$ cat src/inc/cctl_pkg.sv
// constants for the charger timer and control register bank

package cctl_pkg;

	// ------------------------------------------------------------
	// register offsets
	// ------------------------------------------------------------
	localparam logic [7:0] REG_RESET_ADDR   = 8'h09;
	localparam logic [7:0] TIMER_CTRL_ADDR  = 8'h0e;
	localparam logic [7:0] CHG_CTRL0_ADDR   = 8'h0f;

	// ------------------------------------------------------------
	// reset values and masks
	// ------------------------------------------------------------
	localparam logic [7:0] TIMER_CTRL_RESET = 8'h3d;
	localparam logic [7:0] CHG_CTRL0_RESET  = 8'ha2;
	localparam logic [7:0] CHG_CTRL0_WD_MASK = 8'h2a; // fields the watchdog restores
	localparam logic [7:0] CHG_CTRL0_RW_MASK = 8'hfe; // bit 0 reserved, reads zero

	// ------------------------------------------------------------
	// field positions
	// ------------------------------------------------------------
	localparam int BIT_PRECHG_EN = 4;
	localparam int BIT_FAST_EN   = 3;
	localparam int BIT_DUR_MSB   = 2;
	localparam int BIT_DUR_LSB   = 1;
	localparam int BIT_SLOWDOWN  = 0;
	localparam int BIT_AUTO_DIS  = 7;
	localparam int BIT_FORCE_DIS = 6;
	localparam int BIT_CHG_EN    = 5;
	localparam int BIT_OPT_EN    = 4;
	localparam int BIT_OPT_START = 3;
	localparam int BIT_HIZ       = 2;
	localparam int BIT_TERM      = 1;
	localparam int BIT_REG_RESET = 6;

	// ------------------------------------------------------------
	// durations and timing
	// ------------------------------------------------------------
	localparam logic [1:0] DUR_CODE_5H  = 2'h0;
	localparam logic [1:0] DUR_CODE_8H  = 2'h1;
	localparam logic [1:0] DUR_CODE_12H = 2'h2;
	localparam logic [3:0] HOURS_5      = 4'h5;
	localparam logic [3:0] HOURS_8      = 4'h8;
	localparam logic [3:0] HOURS_12     = 4'hc;
	localparam logic [3:0] PRECHG_HOURS = 4'h2;
	localparam longint HOUR_S           = 3600;
	localparam longint CLK_PERIOD_NS    = 10;
	localparam logic [38:0] HOUR_CYCLES = 39'(HOUR_S * 64'd1000000000 / CLK_PERIOD_NS);

endpackage : cctl_pkg

$ cat src/logic/cctl_hour_tick.sv
// hour prescaler shared by the charge safety timers
`timescale 1ns/1ps
`default_nettype none

module cctl_hour_tick #(
	parameter logic [38:0] HOUR_CYCLES = cctl_pkg::HOUR_CYCLES
) (
	// clock and reset
	input  wire logic mclk,
	input  wire logic resetn,
	// control
	input  wire logic restart,
	input  wire logic slowReq,
	// tick out
	output logic      hourPulse
);

	typedef struct packed {
		logic [38:0] count;
		logic        halfPhase;
		logic        pulse;
	} cctl_tick_t;

	cctl_tick_t state_q;
	cctl_tick_t state_d;

	// when slowed, advance only every other cycle, so the hour takes twice as long
	always_comb begin
		state_d       = state_q;
		state_d.pulse = 1'b0;
		if (restart) begin
			state_d.count     = '0;
			state_d.halfPhase = 1'b0;
		end else begin
			state_d.halfPhase = ~state_q.halfPhase;
			if (!slowReq || state_q.halfPhase) begin
				if (state_q.count == HOUR_CYCLES - 39'd1) begin
					state_d.count = '0;
					state_d.pulse = 1'b1;
				end else begin
					state_d.count = state_q.count + 39'd1;
				end
			end
		end
	end

	// state register
	always_ff @(posedge mclk or negedge resetn) begin
		if (!resetn) begin
			state_q <= '0;
		end else begin
			state_q <= state_d;
		end
	end

	assign hourPulse = state_q.pulse;
endmodule : cctl_hour_tick

`default_nettype wire

$ cat src/logic/cctl_hour_timer.sv
// one charge safety timer counting whole hours up to a limit
`timescale 1ns/1ps
`default_nettype none

module cctl_hour_timer (
	// clock and reset
	input  wire logic       mclk,
	input  wire logic       resetn,
	// control
	input  wire logic       run,
	input  wire logic       clear,
	input  wire logic       hourPulse,
	input  wire logic [3:0] limit,
	// status
	output logic            expired
);

	typedef struct packed {
		logic [3:0] count;
		logic       expired;
	} cctl_htmr_t;

	cctl_htmr_t state_q;
	cctl_htmr_t state_d;

	// a stopped timer forgets its elapsed time and any timeout
	always_comb begin
		state_d = state_q;
		if (clear || !run) begin
			state_d = '0;
		end else if (hourPulse && !state_q.expired) begin
			state_d.count = state_q.count + 4'h1;
			if (state_q.count + 4'h1 >= limit) begin
				state_d.expired = 1'b1;
			end
		end
	end

	// state register
	always_ff @(posedge mclk or negedge resetn) begin
		if (!resetn) begin
			state_q <= '0;
		end else begin
			state_q <= state_d;
		end
	end

	assign expired = state_q.expired;
endmodule : cctl_hour_timer

`default_nettype wire

$ cat src/logic/cctl_charger_regs.sv
// charger timer control and control-zero register bank with safety timers
//
// Implementation choice: the plain strobed port.
`timescale 1ns/1ps
`default_nettype none

module cctl_charger_regs #(
	parameter logic [38:0] HOUR_CYCLES = cctl_pkg::HOUR_CYCLES
) (
	// clock and reset
	input  wire logic       mclk,
	input  wire logic       resetn,
	// register port
	input  wire logic [7:0] addr,
	input  wire logic [7:0] wrData,
	input  wire logic       wrStrobe,
	input  wire logic       rdStrobe,
	output logic      [7:0] rdData,
	// events and status from the power stage
	input  wire logic       wdExpired,
	input  wire logic       adapterPlugged,
	input  wire logic       optimizerStarted,
	input  wire logic       overVoltageFault,
	input  wire logic       inputPowerMgmt,
	input  wire logic       thermalReg,
	input  wire logic       prechargePhase,
	input  wire logic       fastChargePhase,
	// configuration out to the power stage
	output logic            chargeEnable,
	output logic            termEnable,
	output logic            hizEnable,
	output logic            optimizerEnable,
	output logic            optimizerStart,
	output logic            dischargeEnable,
	// safety timer status
	output logic            prechargeTimeout,
	output logic            fastChargeTimeout
);

	// ------------------------------------------------------------
	// state
	// ------------------------------------------------------------
	typedef struct packed {
		logic [7:0] timerReg;
		logic [7:0] ctrlReg;
		logic [7:0] rdData;
		logic       discharge;
	} cctl_regs_t;

	cctl_regs_t state_q;
	cctl_regs_t state_d;

	// ------------------------------------------------------------
	// access decode
	// ------------------------------------------------------------
	logic wrTimer;
	logic wrCtrl;
	logic regResetWr;
	logic startTake;
	logic slowReq;
	logic preRun;
	logic fastRun;
	logic preClear;
	logic fastClear;
	logic hourPulse;
	logic [3:0] fastLimit;
	logic preExpired;
	logic fastExpired;

	// strobes per register
	assign wrTimer    = wrStrobe && (addr == cctl_pkg::TIMER_CTRL_ADDR);
	assign wrCtrl     = wrStrobe && (addr == cctl_pkg::CHG_CTRL0_ADDR);
	assign regResetWr = wrStrobe && (addr == cctl_pkg::REG_RESET_ADDR)
		&& wrData[cctl_pkg::BIT_REG_RESET];

	// a start request only counts while the optimizer is already enabled
	assign startTake = wrCtrl && wrData[cctl_pkg::BIT_OPT_START]
		&& state_q.ctrlReg[cctl_pkg::BIT_OPT_EN];

	// ------------------------------------------------------------
	// next state
	// ------------------------------------------------------------
	// order of the updates sets priority: watchdog, then hardware events,
	// then the software write, and register reset above everything
	always_comb begin
		state_d        = state_q;
		state_d.rdData = 8'h00;

		// watchdog restores only its own class of fields
		if (wdExpired) begin
			state_d.timerReg = cctl_pkg::TIMER_CTRL_RESET;
			state_d.ctrlReg  = (state_q.ctrlReg & ~cctl_pkg::CHG_CTRL0_WD_MASK)
				| (cctl_pkg::CHG_CTRL0_RESET & cctl_pkg::CHG_CTRL0_WD_MASK);
		end

		// optimizer has begun, the one-shot drops
		if (optimizerStarted) begin
			state_d.ctrlReg[cctl_pkg::BIT_OPT_START] = 1'b0;
		end

		// a newly plugged adapter leaves high-impedance mode
		if (adapterPlugged) begin
			state_d.ctrlReg[cctl_pkg::BIT_HIZ] = 1'b0;
		end

		// timer control is fully read-write
		if (wrTimer) begin
			state_d.timerReg = wrData;
		end

		// control zero: start bit can be set but never cleared by software
		if (wrCtrl) begin
			state_d.ctrlReg = (wrData & cctl_pkg::CHG_CTRL0_RW_MASK)
				| (state_d.ctrlReg & ~cctl_pkg::CHG_CTRL0_RW_MASK);
			// the raw written bit must not land: a refused start keeps the earlier state
			state_d.ctrlReg[cctl_pkg::BIT_OPT_START] = startTake
				|| (state_q.ctrlReg[cctl_pkg::BIT_OPT_START] && !optimizerStarted && !wdExpired);
		end

		// register reset returns every field to its default
		if (regResetWr) begin
			state_d.timerReg = cctl_pkg::TIMER_CTRL_RESET;
			state_d.ctrlReg  = cctl_pkg::CHG_CTRL0_RESET;
		end

		// discharge follows the registered fields and the fault level
		state_d.discharge = state_q.ctrlReg[cctl_pkg::BIT_FORCE_DIS]
			|| (state_q.ctrlReg[cctl_pkg::BIT_AUTO_DIS] && overVoltageFault);

		// read data valid in the cycle after the strobe only
		if (rdStrobe) begin
			unique case (addr)
				cctl_pkg::TIMER_CTRL_ADDR: state_d.rdData = state_q.timerReg;
				cctl_pkg::CHG_CTRL0_ADDR:  state_d.rdData = state_q.ctrlReg & cctl_pkg::CHG_CTRL0_RW_MASK;
				default:                   state_d.rdData = 8'h00; // unmapped and reset trigger read zero
			endcase
		end
	end

	// ------------------------------------------------------------
	// state register
	// ------------------------------------------------------------
	// reset values come from the package, matching the register defaults
	always_ff @(posedge mclk or negedge resetn) begin
		if (!resetn) begin
			state_q.timerReg  <= cctl_pkg::TIMER_CTRL_RESET;
			state_q.ctrlReg   <= cctl_pkg::CHG_CTRL0_RESET;
			state_q.rdData    <= 8'h00;
			state_q.discharge <= 1'b0;
		end else begin
			state_q <= state_d;
		end
	end

	// ------------------------------------------------------------
	// safety timers
	// ------------------------------------------------------------
	// slowdown only applies while the input or thermal loop is limiting
	assign slowReq = state_q.timerReg[cctl_pkg::BIT_SLOWDOWN]
		&& (inputPowerMgmt || thermalReg);

	// timers run only in their phase, with charging and the timer enabled
	assign preRun  = prechargePhase && state_q.ctrlReg[cctl_pkg::BIT_CHG_EN]
		&& state_q.timerReg[cctl_pkg::BIT_PRECHG_EN];
	assign fastRun = fastChargePhase && state_q.ctrlReg[cctl_pkg::BIT_CHG_EN]
		&& state_q.timerReg[cctl_pkg::BIT_FAST_EN];

	// register reset restarts the timers as well as the fields
	assign preClear  = regResetWr;
	assign fastClear = regResetWr;

	// duration decode; the unused code falls back to the longest duration
	always_comb begin
		unique case (state_q.timerReg[cctl_pkg::BIT_DUR_MSB:cctl_pkg::BIT_DUR_LSB])
			cctl_pkg::DUR_CODE_5H:  fastLimit = cctl_pkg::HOURS_5;
			cctl_pkg::DUR_CODE_8H:  fastLimit = cctl_pkg::HOURS_8;
			cctl_pkg::DUR_CODE_12H: fastLimit = cctl_pkg::HOURS_12;
			default:                fastLimit = cctl_pkg::HOURS_12;
		endcase
	end

	// shared hour prescaler
	cctl_hour_tick #(
		.HOUR_CYCLES (HOUR_CYCLES)
	) u_tick (
		.mclk      (mclk),
		.resetn    (resetn),
		.restart   (regResetWr),
		.slowReq   (slowReq),
		.hourPulse (hourPulse)
	);

	// pre-charge timer
	cctl_hour_timer u_preTimer (
		.mclk      (mclk),
		.resetn    (resetn),
		.run       (preRun),
		.clear     (preClear),
		.hourPulse (hourPulse),
		.limit     (cctl_pkg::PRECHG_HOURS),
		.expired   (preExpired)
	);

	// fast-charge timer
	cctl_hour_timer u_fastTimer (
		.mclk      (mclk),
		.resetn    (resetn),
		.run       (fastRun),
		.clear     (fastClear),
		.hourPulse (hourPulse),
		.limit     (fastLimit),
		.expired   (fastExpired)
	);

	// ------------------------------------------------------------
	// outputs, all straight from flip-flops
	// ------------------------------------------------------------
	assign rdData            = state_q.rdData;
	assign chargeEnable      = state_q.ctrlReg[cctl_pkg::BIT_CHG_EN];
	assign termEnable        = state_q.ctrlReg[cctl_pkg::BIT_TERM];
	assign hizEnable         = state_q.ctrlReg[cctl_pkg::BIT_HIZ];
	assign optimizerEnable   = state_q.ctrlReg[cctl_pkg::BIT_OPT_EN];
	assign optimizerStart    = state_q.ctrlReg[cctl_pkg::BIT_OPT_START];
	assign dischargeEnable   = state_q.discharge;
	assign prechargeTimeout  = preExpired;
	assign fastChargeTimeout = fastExpired;
endmodule : cctl_charger_regs

`default_nettype wire

$ cat config.mk
export PLATFORM = sky130hd
export DESIGN_NAME = cctl_charger_regs
export DESIGN_NICKNAME = d
export VERILOG_FILES = /design/src/inc/cctl_pkg.sv /design/src/logic/cctl_hour_tick.sv /design/src/logic/cctl_hour_timer.sv /design/src/logic/cctl_charger_regs.sv
export SDC_FILE = /design/constraint.sdc
export NUM_CORES = 1
export LEC_CHECK = 0
export ABC_CLOCK_PERIOD_IN_PS = 6960
export BUFFER_PORTS_ARGS = -buffer_cell sky130_fd_sc_hd__buf_2
export CAP_MARGIN = 20
export CORE_ASPECT_RATIO = 1.75
export CORE_UTILIZATION = 54
export CTS_BUF_LIST = sky130_fd_sc_hd__clkbuf_16
export DETAILED_ROUTE_END_ITERATION = 6
export PLACE_DENSITY = 0.85
export SYNTH_ARGS = -nofsm -noshare
export SYNTH_HDL_FRONTEND = slang
export SYNTH_HIERARCHICAL = 1
export SYNTH_SLANG_ARGS = --single-unit
$ cat constraint.sdc
create_clock -name mclk -period 6.96 [get_ports mclk]
set_input_delay 0.696 -clock mclk [delete_from_list [all_inputs] [get_ports mclk]]
set_output_delay 0.696 -clock mclk [all_outputs]
set_load 0.05 [all_outputs]
==> results of run 1 <==
-- where the power goes --
group	internal (W)	switching, W
clock	0.000316	0.000186
sequential	0.000457	0.0000232
combinational	0.0000338	0.0000471
total	0.000807	0.000257
-- metrics by stage --
stage               setup slack (ps)  util (%)  power, W  hold WS (ps)
floorplan                       3780         -  0.000533           400
global placement                3330      59.0  0.000562           451
detailed placement              3250      59.0  0.000568           467
CTS                             3570      63.4   0.00107           476
global route                    3250      63.4   0.00110           500
finish                          3560      63.4   0.00106           477
-- layout make-up --
cell class	count	area [µm²]
clock buffer	9	225
clock inverter	7	100
fill	579	2660
inverter	13	48.8
multi-input combinational	304	2010
sequential	75	1890
tap	86	108
timing repair buffer	46	238
-- layer usage --
layer / vias to the layer above / GRT usage (%)
li1: 1553 / -
met1: 1655 / 28.8
met2: 150 / 44.4
met3: 24 / 4.55
met4: 0 / 14.9
met5: - / 0
-- cell usage in the layout, fill, tap and decap left out, types with 11 or more instances in the layout --
| cell | n |
|---|---|
| inv_1 | 13 |
| ha_1 | 11 |
| nand2_1 | 18 |
| nand3_1 | 20 |
| buf_2 | 43 |
| nand4_1 | 23 |
| nor2_1 | 56 |
| xor2_1 | 24 |
| and3_1 | 11 |
| xnor2_1 | 14 |
| dfrtp_1 | 67 |
-- worst min-delay path by stage --
stage / from / end / slack (ps) / depth (start not counted)
2_1_floorplan: resetn / dischargeEnable$_DFF_PN0_ / 400 / 0
3_3_place_gp: u_tick/state_q[1]$_DFF_PN0_ / u_tick/state_q[1]$_DFF_PN0_ / 450 / 1
3_5_place_dp: u_tick/state_q[1]$_DFF_PN0_ / u_tick/state_q[1]$_DFF_PN0_ / 470 / 1
4_1_cts: u_tick/state_q[1]$_DFF_PN0_ / u_tick/state_q[1]$_DFF_PN0_ / 480 / 1
5_1_grt: u_tick/state_q[1]$_DFF_PN0_ / u_tick/state_q[1]$_DFF_PN0_ / 500 / 1
6_report: u_tick/state_q[1]$_DFF_PN0_ / u_tick/state_q[1]$_DFF_PN0_ / 480 / 1
-- synthesized netlist by cell type, drive strengths merged, types with 7 or more instances --
cell type   n
dfrtp      67
dfstp       8
nand2b      9
xor2       24
nor3       10
nand3      22
ha         11
nand2      18
and3       11
buf        15
nand4      24
nor2       56
o32a        7
a31oi       8
xnor2      14
mux2i      10
inv        13
clkbuf      8
-- worst max-delay path, cell delays in order --
cell and delay, ps:
buf_2 250, or4bb_1 510, nor3_1 630, nor3b_1 120, buf_4 220, or4_1 580, nor4_1 350, xnor2_1 160
nor2_1 70
-- flip-flops by register name, indices dropped and copies added, names as in the netlist --
name                 cells
chargeEnable             1
dischargeEnable          1
hizEnable                1
optimizerEnable          1
optimizerStart           1
rdData                   8
state_q                 10
termEnable               1
u_fastTimer/expired      1
u_fastTimer/state_q      4
u_preTimer/expired       1
u_preTimer/state_q       4
u_tick/hourPulse         1
u_tick/state_q          40
-- kinds of logic after synthesis --
| kind of cell | after synthesis | synth area share, % |
|---|---|---|
| other cells | 2 | 0.184 |
| buf+inv | 36 | 4.81 |
| fa+ha+maj | 11 | 3.37 |
| simple gates | 193 | 25.9 |
| mux | 10 | 2.45 |
| xor+xnor | 38 | 8.14 |
| compound gates | 47 | 8.97 |
| flops | 75 | 46.2 |
==> results.md, run 1 <==
- Top_reg_cell synth: dfrtp_1
- Drt pass-1 iters: 6
- Post_cts resized: 0
- CTS H-tree lvls: 3
- Cells after Synth: roughly 400
- Ys Warns: 6
- Max_slew headroom: 27.0%
- Pins Over Slew Limit: 0
- Post-layout instance area: between 4000 and 5000 µm²
- #FFs+latches synth: 75
- Root buf cell: clkbuf_16
- Crit path time final: between 3000 and 4000 ps
- Routed len/inst: 16.7 µm
- GPL Wtd Cong: approximately 0.95
- Worst reg-to-reg path cell count: 5
- Placement Rows: a little over 40
- Clk buf depth: 2
- Die Wd: 67.8 µm
- DRT met1 WL: approximately 3500 µm
- Yosys top cell area share: about two fifths
- Post-DP HPWL: ~6400 µm
- TritonCTS clock tree: built
- Yosys cell types: between 50 and 60
- Placement Cell Area: between 4000 and 5000 µm²
- P per Cell Area: roughly 230 nW/µm²
- IO Port Bufs: 43
- Worst Tran Pin Value: 1080 ps
- Outcome: complete, no violations
- Ant. Diodes: 0
- Layout area overhead: 13.1%
- EDFF count, synth: 0
- Cts bufs inserted: 9
- Cell taking the most area after synthesis: dfrtp_1
- GRT overflow: 0
- Critical path arrival: 3580 ps
- Tcrit/Tclk final: roughly half
- Total number of vias: 3382
- Worst min path class: reg -> reg
- Final ANT Viol Nets: 0
- Largest net degree at the start of global routing: 76
- Vias per cell: ~6.3
- Setup Viol. Count Final: 0
- Fmax: approximately 300 MHz
- Initial antenna violation count: 0
- Mapped Avg Cell Area: 9.92 µm²
- Post-route clock skew: 6.03 ps
- Residual DRC: 0
- Met3 wire length: about 450 µm
- Critical path class: in -> reg
- Static Leak: between 2 and 2.5 nW
- Number of post-CTS setup repair buffers: 0
- CP endpoint kind: flip-flop
- Worst r2r src: u_tick/state_q[24]$_DFFE_PN0P_
- Unrepaired setup endpoints after global routing: false
- Critical-path maximum fanout: 13
- Sequential-to-total area share from yosys stat: between 40% and 50%
- Die Footprint: between 7000 and 8000 µm²
- Worst skew pair latency: around 330 ps
- Crit start category: input port
- Iter 0 DRT Violations: between 300 and 400
- CP endpoint: u_tick/state_q[25]$_DFFE_PN0P_
- Die height: 117 µm
- Crit path from: addr[0]
- Final-report hold violation count: 0
- Placed cell count: roughly 520
- GRT Total Usage: between 20 and 30%
- Core ar.: 7280 µm²
- WL final: ~9000 µm
- Synthesized area: between 4000 and 5000 µm²
- Worst R2R End: u_tick/state_q[11]$_DFFE_PN0P_
- VDD IR max: around 0.00017 V
- R2R Setup Slk: between 3000 and 4000 ps
- # IOs: 44
- CP required: 7140 ps
- Setup TNS: 0 ps
- Number of global-route vias before repair: between 3000 and 4000
- Max-Cap Viols: 0
- Post-Layout Cell Count: 540
- Metal2 WL: roughly 4800 µm
- DR top layer: met4
- Top post-synthesis cells by area: dfrtp_1 41%, dfstp_2 5.1%, nor2_1 5.1%, xor2_1 5.1%, nand4_1 3.5%
- CTS sink cnt: 75
- Share of layout cells above drive strength 1: 17.6%
- Initial Util: 56.1%
- Post-CTS Hold Buffers: 0
- Clock transition at the registers of the reported paths: approximately 60 ps
- Synth async-reset ratio: 100%
- Layout net count: 488
- First-pass GRT wire length: about 15000 µm
Note: power is estimated with default switching activity, not from simulation.
==> run 2, diff against run 1 <==
--- a/config.mk
+++ b/config.mk
@@ -5,7 +5,7 @@
 export SDC_FILE = /design/constraint.sdc
 export NUM_CORES = 1
 export LEC_CHECK = 0
-export ABC_CLOCK_PERIOD_IN_PS = 6960
+export ABC_CLOCK_PERIOD_IN_PS = 3200
 export BUFFER_PORTS_ARGS = -buffer_cell sky130_fd_sc_hd__buf_2
 export CAP_MARGIN = 20
 export CORE_ASPECT_RATIO = 1.75
==> constraint.sdc (replaced) <==
create_clock -name mclk -period 3.2 [get_ports mclk]
set_input_delay 0.32 -clock mclk [delete_from_list [all_inputs] [get_ports mclk]]
set_output_delay 0.32 -clock mclk [all_outputs]
set_load 0.05 [all_outputs]
==> run 2 against run 1 <==
Effect of this change: count of clock-buffer cells in the layout is the same; final cell count increased by 0.93%; non-clock buffer count rose by 5; hold slack got worse by 300 ps; core utilization increased by 0.29 points; die area stayed put; flip-flop and latch count unchanged; largest cell class unchanged.
==> results.md, run 2 (synthesis gave the netlist of run 1 again) <==
- CP required: 3410 ps (was 7140 ps)
- IO Port Bufs: 43 (unchanged)
- Static Leak: 2.12 nW (was 2.11 nW)
- Max-Cap Viols: 0 (unchanged)
- Clk pwr share: 46.3% (was 47.3%)
- Clock transition at the registers of the reported paths: 60 ps (about the same)
- Most flops, register: u_tick/state_q (unchanged)
- Die height: 117 µm (unchanged)
- Vias per cell: 6.11 (was 6.26)
- P_int: 0.00174 W (was 0.000807 W)
- Root buf cell: clkbuf_16 (unchanged)
- Post-CTS Hold Buffers: 0 (unchanged)
- Fmax: just under 400 MHz
- Multi-input logic area: 2010 µm² (unchanged)
- CTS sink cnt: 75 (unchanged)
- Largest net degree at the start of global routing: 76 (unchanged)
- Comb power frac: 7.6% (about the same)
- Max_slew headroom: 37.1% (was 27.0%)
- Crit path time final: roughly 2600 ps
- Outcome: complete, no violations (unchanged)
- GRT Total Usage: 26.0% (was 25.7%)
- Critical-path maximum fanout: 29 (was 13)
- VDD IR max: 0.000322 V (was 0.000172 V)
- Commonest non-fill, non-tap cells in the layout: 67 x dfrtp_1, 56 x nor2_1, 43 x buf_2, 24 x xor2_1, 23 x nand4_1 (unchanged)
- Worst min path class: in -> reg (was reg -> reg)
- First-pass GRT wire length: 15200 µm (about the same)
- Routed len/inst: 17.0 µm (was 16.7 µm)
- Final worst slack: 618 ps (was 3560 ps)
- Critical path arrival: 2790 ps (was 3580 ps)
- Initial Util: 56.1% (unchanged)
- P per Cell Area: 491 nW/µm² (was 230 nW/µm²)
- Post_cts resized: 0 (unchanged)
- Crit-path cells: or3b_1 -> or4_1 -> or4_1 -> o21bai_4 -> buf_4 -> nor2_1 (was buf_2 -> or4bb_1 -> nor3_1 -> nor3b_1 -> buf_4 -> or4_1 -> nor4_1 -> xnor2_1 -> nor2_1)
- Post-DP HPWL: 6600 µm (was 6360 µm)
- Die Footprint: 7930 µm² (unchanged)
- Number of global-route vias before repair: 3426 (was 3285)
- Buf+Inv Stages, Crit Path: 1 (was 2)
- GRT overflow: 0 (unchanged)
- Worst Tran Pin Value: 941 ps (was 1080 ps)
- Layout area overhead: 13.6% (was 13.1%)
- TritonCTS clock tree: built (unchanged)
- Pins Over Slew Limit: 0 (unchanged)
- Clk buf depth: 2 (unchanged)
- Cts bufs inserted: 9 (unchanged)
- Switching part of the total power: 23.6% (was 24.1%)
- WL final: 9250 µm (was 9010 µm)
- # IOs: 44 (unchanged)
- Commonest non-fill, non-tap cell in the layout: dfrtp_1 (unchanged)
- Initial antenna violation count: 0 (unchanged)
- Post-route clock skew: 4.86 ps (was 6.03 ps)
- Die Wd: 67.8 µm (unchanged)
- Number of post-CTS setup repair buffers: 0 (unchanged)
- Tot Pwr: 0.00228 W (was 0.00106 W)
- Drt pass-1 iters: 5 (was 6)
- CTS H-tree lvls: 3 (unchanged)
- P_sw: 0.000538 W (was 0.000257 W)
- Critical path class: reg -> reg (was in -> reg)
- Post-place setup slack: 478 ps (was 3250 ps)
- Setup Viol. Count Final: 0 (unchanged)
- Core ar.: 7280 µm² (unchanged)
- Slowest stage delay, CP: 610 ps (was 630 ps)
- Share of layout cells above drive strength 1: 17.9% (was 17.6%)
- GPL Wtd Cong: 0.915 (was 0.952)
- Sequential fraction of design power: 46.0% (was 45.1%)
- Worst skew pair latency: 340 ps (was 330 ps)
- Setup TNS: 0 ps (unchanged)
- Final ANT Viol Nets: 0 (unchanged)
- Tcrit/Tclk final: between 80% and 90%
- Unrepaired setup endpoints after global routing: false (unchanged)
- Largest regs: u_tick/state_q (40), state_q (10), rdData (8) (unchanged)
- Max FFs per register: 40 (unchanged)
- Ant. Diodes: 0 (unchanged)
- CP endpoint kind: flip-flop (unchanged)
- Fill cells: 575 (was 579)
- Max stage delay cell, worst path: or4_1 (was nor3_1)
- Total number of vias: 3329 (was 3382)
- Layout net count: 493 (was 488)
- Final-report hold violation count: 0 (unchanged)
- Residual DRC: 0 (unchanged)
- Crit start category: flip-flop (was input port)
- FF+latch area: 1890 µm² (unchanged)
- Crit path max-delay family: simple AND/OR/NAND/NOR gates (unchanged)
- Crit path top cell by count: or4_1
- Placement Rows: 41 (unchanged)
- Iter 0 DRT Violations: 218 (was 313)
[run 2: cell type report]
| type | instances | share of cell area, % |
|---|---|---|
| clock buffer | 9 | 4.85 |
| sequential | 75 | 40.6 |
| clock inverter | 7 | 1.81 |
| multi-input combinational | 304 | 43.4 |
| timing repair buffer | 51 | 5.93 |
| inverter | 13 | 1.05 |
| tap | 86 | 2.32 |
[run 2: worst reg2reg max path: cells and delay by family, from the launching register on]
family                 cells  cell delay, ps
and+or+nand+nor            4            1530
DFF                        1             460
buffers and inverters      1             310
AOI/OAI and AO/OA          1             160
[run 2: routing by layer]
layer  global-route usage [%]  vias up  wire, µm
met5                        0        -         0
met4                     17.9        0       441
met3                     5.14       40       382
met2                     48.3      117      5100
met1                     24.4     1609      3320
li1                         -     1563         -
[run 2: power by group through the flow]
stage / clock, W / combinational [W] / sequential, W
detailed placement: 0 / 0.000173 / 0.00106
global route: 0.00111 / 0.000193 / 0.00105
finish: 0.00106 / 0.000174 / 0.00105
floorplan: 0 / 0.000107 / 0.00105
CTS: 0.00107 / 0.000174 / 0.00105
global placement: 0 / 0.000165 / 0.00106
[run 2: metrics by stage]
step / area (µm²) / std cells / util, % / hold slack (ps)
3_3_place_gp: 4330 / 529 / 59.5 / 465
2_1_floorplan: 4100 / 415 / - / 24.4
4_1_cts: 4640 / 545 / 63.7 / 176
5_1_grt: 4640 / 545 / 63.7 / 190
6_report: 4640 / 545 / 63.7 / 180
3_5_place_dp: 4330 / 529 / 59.5 / 463
[run 2: path summary, 6_finish.rpt]
check,start,to,slack [ps],depth (start not counted)
setup reg to reg,u_tick/state_q[24]$_DFFE_PN0P_,u_tick/state_q[30]$_DFFE_PN0P_,620,6
hold reg to reg,u_tick/state_q[1]$_DFF_PN0_,u_tick/state_q[1]$_DFF_PN0_,480,1
min in group asynchronous,resetn,rdData[0]$_DFF_PN0_,200,2
hold / removal,overVoltageFault,dischargeEnable$_DFF_PN0_,180,2
setup / recovery,u_tick/state_q[24]$_DFFE_PN0P_,u_tick/state_q[30]$_DFFE_PN0P_,620,6
max in group asynchronous,resetn,u_preTimer/state_q[4]$_DFFE_PN0P_,2380,2
==> run 3, diff against run 2 <==
--- a/config.mk
+++ b/config.mk
@@ -5,14 +5,14 @@
 export SDC_FILE = /design/constraint.sdc
 export NUM_CORES = 1
 export LEC_CHECK = 0
-export ABC_CLOCK_PERIOD_IN_PS = 3200
+export ABC_CLOCK_PERIOD_IN_PS = 2300
 export BUFFER_PORTS_ARGS = -buffer_cell sky130_fd_sc_hd__buf_2
 export CAP_MARGIN = 20
 export CORE_ASPECT_RATIO = 1.75
-export CORE_UTILIZATION = 54
+export CORE_UTILIZATION = 53
 export CTS_BUF_LIST = sky130_fd_sc_hd__clkbuf_16
 export DETAILED_ROUTE_END_ITERATION = 6
-export PLACE_DENSITY = 0.85
+export PLACE_DENSITY = 0.87
 export SYNTH_ARGS = -nofsm -noshare
 export SYNTH_HDL_FRONTEND = slang
 export SYNTH_HIERARCHICAL = 1
==> constraint.sdc (replaced) <==
create_clock -name mclk -period 2.3 [get_ports mclk]
set_input_delay 0.23 -clock mclk [delete_from_list [all_inputs] [get_ports mclk]]
set_output_delay 0.23 -clock mclk [all_outputs]
set_load 0.05 [all_outputs]
==> run 3 against run 2 <==
Effect of this change: flip-flop and latch count did not move; critical path depth is the same; core utilization up 1.0 points; die area up 1.8%; critical endpoint is now u_tick/state_q[35]$_DFFE_PN0P_; total power rose by 40%; wire length up 8.4%; combinational power increased by 51%; sequential power rose by 38%; largest power group unchanged; count of clock-buffer cells in the layout is the same; worst setup slack got worse by 530 ps; global-route usage increased by 1.3 points; sequential share of layout area shrank 1.9 points.
==> results.md, run 3 (synthesis gave the netlist of run 1 again) <==
- Vias per cell: 6.15 (was 6.11)
- First-pass GRT wire length: 16400 µm (was 15200 µm)
- Cts bufs inserted: 9 (unchanged)
- Outcome: complete, no violations (unchanged)
- Worst Tran Pin Value: 890 ps (was 941 ps)
- Die Wd: 68.4 µm (was 67.8 µm)
- Final ANT Viol Nets: 0 (unchanged)
- Total number of vias: 3501 (was 3329)
- Worst min path class: in -> reg (unchanged)
- CP endpoint kind: flip-flop (unchanged)
- Buf+Inv Stages, Crit Path: 1 (unchanged)
- Static Leak: 2.27 nW (was 2.12 nW)
- R2R Setup Slk: 90 ps (was 620 ps)
- Crit path from: u_tick/state_q[14]$_DFFE_PN0P_ (was u_tick/state_q[24]$_DFFE_PN0P_)
- Critical path class: reg -> reg (unchanged)
- Crit path max-delay family: simple AND/OR/NAND/NOR gates (unchanged)
- Fmax: 453 MHz (was 387 MHz)
- Initial Util: 54.4% (was 56.1%)
- Post-DP HPWL: 7210 µm (was 6600 µm)
- Critical path arrival: 2410 ps (was 2790 ps)
- IO Port Bufs: 43 (unchanged)
- Slowest stage delay, CP: 600 ps (was 610 ps)
- Setup Viol. Count Final: 0 (unchanged)
- Critical path depth in cells: 6 (unchanged)
- Number of global-route vias before repair: 3652 (was 3426)
- Max FFs per register: 40 (unchanged)
- Placement Rows: 42 (was 41)
- CTS H-tree lvls: 3 (unchanged)
- Largest net degree at the start of global routing: 71 (was 76)
- Worst R2R End: u_tick/state_q[35]$_DFFE_PN0P_ (was u_tick/state_q[30]$_DFFE_PN0P_)
- Initial antenna violation count: 0 (unchanged)
- Worst r2r src: u_tick/state_q[14]$_DFFE_PN0P_ (was u_tick/state_q[24]$_DFFE_PN0P_)
- # IOs: 44 (unchanged)
- Residual DRC: 0 (unchanged)
- Post-route clock skew: 6.09 ps (was 4.86 ps)
- VDD IR max: 0.000435 V (was 0.000322 V)
- Clock transition at the registers of the reported paths: 60 ps (about the same)
- Crit-path cells: nor4b_1 -> nand4_1 -> or4_4 -> buf_6 -> a31oi_1 -> mux2i_1 (was or3b_1 -> or4_1 -> or4_1 -> o21bai_4 -> buf_4 -> nor2_1)
- Root buf cell: clkbuf_16 (unchanged)
- Routed len/inst: 17.6 µm (was 17.0 µm)
- Critical-path maximum fanout: 16 (was 29)
- CTS sink cnt: 75 (unchanged)
- Iter 0 DRT Violations: 296 (was 218)
- Max_slew headroom: 40.5% (was 37.1%)
- Most flops, register: u_tick/state_q (unchanged)
- Max stage delay cell, worst path: or4_4 (was or4_1)
- Comb power frac: 8.3% (was 7.6%)
- Die Footprint: 8080 µm² (was 7930 µm²)
- Die height: 118 µm (was 117 µm)
- Sequential fraction of design power: 45.7% (was 46.0%)
- P per Cell Area: 654 nW/µm² (was 491 nW/µm²)
- Layout area overhead: 19.1% (was 13.6%)
- Max-Cap Viols: 0 (unchanged)
- Final worst slack: 93.0 ps (was 618 ps)
- Tcrit/Tclk final: 96.0% (was 80.7%)
- Commonest non-fill, non-tap cell in the layout: dfrtp_1 (unchanged)
- Core ar.: 7510 µm² (was 7280 µm²)
- GPL Wtd Cong: 0.909 (was 0.915)
- Number of post-CTS setup repair buffers: 0 (unchanged)
- Drt pass-1 iters: 5 (unchanged)
- TritonCTS clock tree: built (unchanged)
- CP required: 2510 ps (was 3410 ps)
- Crit path time final: 2210 ps (was 2580 ps)
- Post-Layout Cell Count: 569 (was 545)
- Tot Pwr: 0.00318 W (was 0.00228 W)
- Switching part of the total power: 23.6% (about the same)
- Worst reg-to-reg path cell count: 6 (unchanged)
- GRT overflow: 0 (unchanged)
- P_sw: 0.000750 W (was 0.000538 W)
- Unrepaired setup endpoints after global routing: false (unchanged)
- Share of layout cells above drive strength 1: 22.2% (was 17.9%)
- CP endpoint: u_tick/state_q[35]$_DFFE_PN0P_ (was u_tick/state_q[30]$_DFFE_PN0P_)
- Pins Over Slew Limit: 0 (unchanged)
- Clk buf depth: 2 (unchanged)
- Commonest non-fill, non-tap cells in the layout: 67 x dfrtp_1, 56 x nor2_1, 43 x buf_2, 26 x buf_4, 24 x xor2_1 (was 67 x dfrtp_1, 56 x nor2_1, 43 x buf_2, 24 x xor2_1, 23 x nand4_1)
- GRT Total Usage: 27.4% (was 26.0%)
- Crit start category: flip-flop (unchanged)
- Final-report hold violation count: 0 (unchanged)
- Placed cell count: 552 (was 529)
- Worst skew pair latency: 340 ps (about the same)
- Layout net count: 515 (was 493)
- Clk pwr share: 46.0% (was 46.3%)
- P_int: 0.00243 W (was 0.00174 W)
- Ant. Diodes: 0 (unchanged)
- WL final: 10000 µm (was 9250 µm)
- Post-place setup slack: -30.4 ps (was 478 ps)
- Largest regs: u_tick/state_q (40), state_q (10), rdData (8) (unchanged)
-- run 3: final cells by class --
cell class / count / area, µm²
fill: 588 / 2650
multi-input combinational: 304 / 2040
sequential: 75 / 1890
timing repair buffer: 73 / 472
clock buffer: 9 / 225
tap: 88 / 110
clock inverter: 7 / 85.1
inverter: 13 / 48.8
-- run 3: worst min-delay path by stage --
| stage | start | endpoint | slack [ps] | cells past startpoint |
|---|---|---|---|---|
| floorplan | resetn | dischargeEnable$_DFF_PN0_ | -70 | 0 |
| global placement | resetn | rdData[6]$_DFF_PN0_ | 70 | 1 |
| detailed placement | resetn | rdData[6]$_DFF_PN0_ | 70 | 1 |
| CTS | overVoltageFault | dischargeEnable$_DFF_PN0_ | 110 | 2 |
| global route | wrData[1] | termEnable$_DFFE_PN1P_ | 140 | 2 |
| finish | overVoltageFault | dischargeEnable$_DFF_PN0_ | 120 | 2 |
-- run 3: repair_timing --
item,CTS,global route
resized for setup,0,2
endpoints found under the setup margin,0,8
hold endpoints to repair,5,0
hold buffers,1,0
-- run 3: layer usage --
layer	GRT usage (%)	wire length (µm)	vias up	share of wire [%]
li1	-	-	1609	-
met1	26.3	3410	1695	34
met2	48.7	5670	153	57
met3	6.47	459	44	4.6
met4	17.3	488	0	4.9
met5	0	0	-	0
-- run 3: power by group through the flow --
stage | logic, W | clock network [W] | registers, W
5_1_grt | 0.000294 | 0.00154 | 0.00146
3_5_place_dp | 0.000258 | 0 | 0.00147
2_1_floorplan | 0.000150 | 0 | 0.00146
3_3_place_gp | 0.000242 | 0 | 0.00147
6_report | 0.000263 | 0.00146 | 0.00145
4_1_cts | 0.000261 | 0.00149 | 0.00145
-- run 3: per-stage QoR --
step | util (%) | hold WS, ps | cell area, µm² | setup TNS [ps]
floorplan | - | -65.6 | 4130 | -59.1
global placement | 60.4 | 65.5 | 4540 | -10.0
detailed placement | 60.4 | 68.2 | 4540 | -30.4
CTS | 64.7 | 112 | 4860 | 0
global route | 64.8 | 139 | 4870 | 0
finish | 64.8 | 124 | 4870 | 0
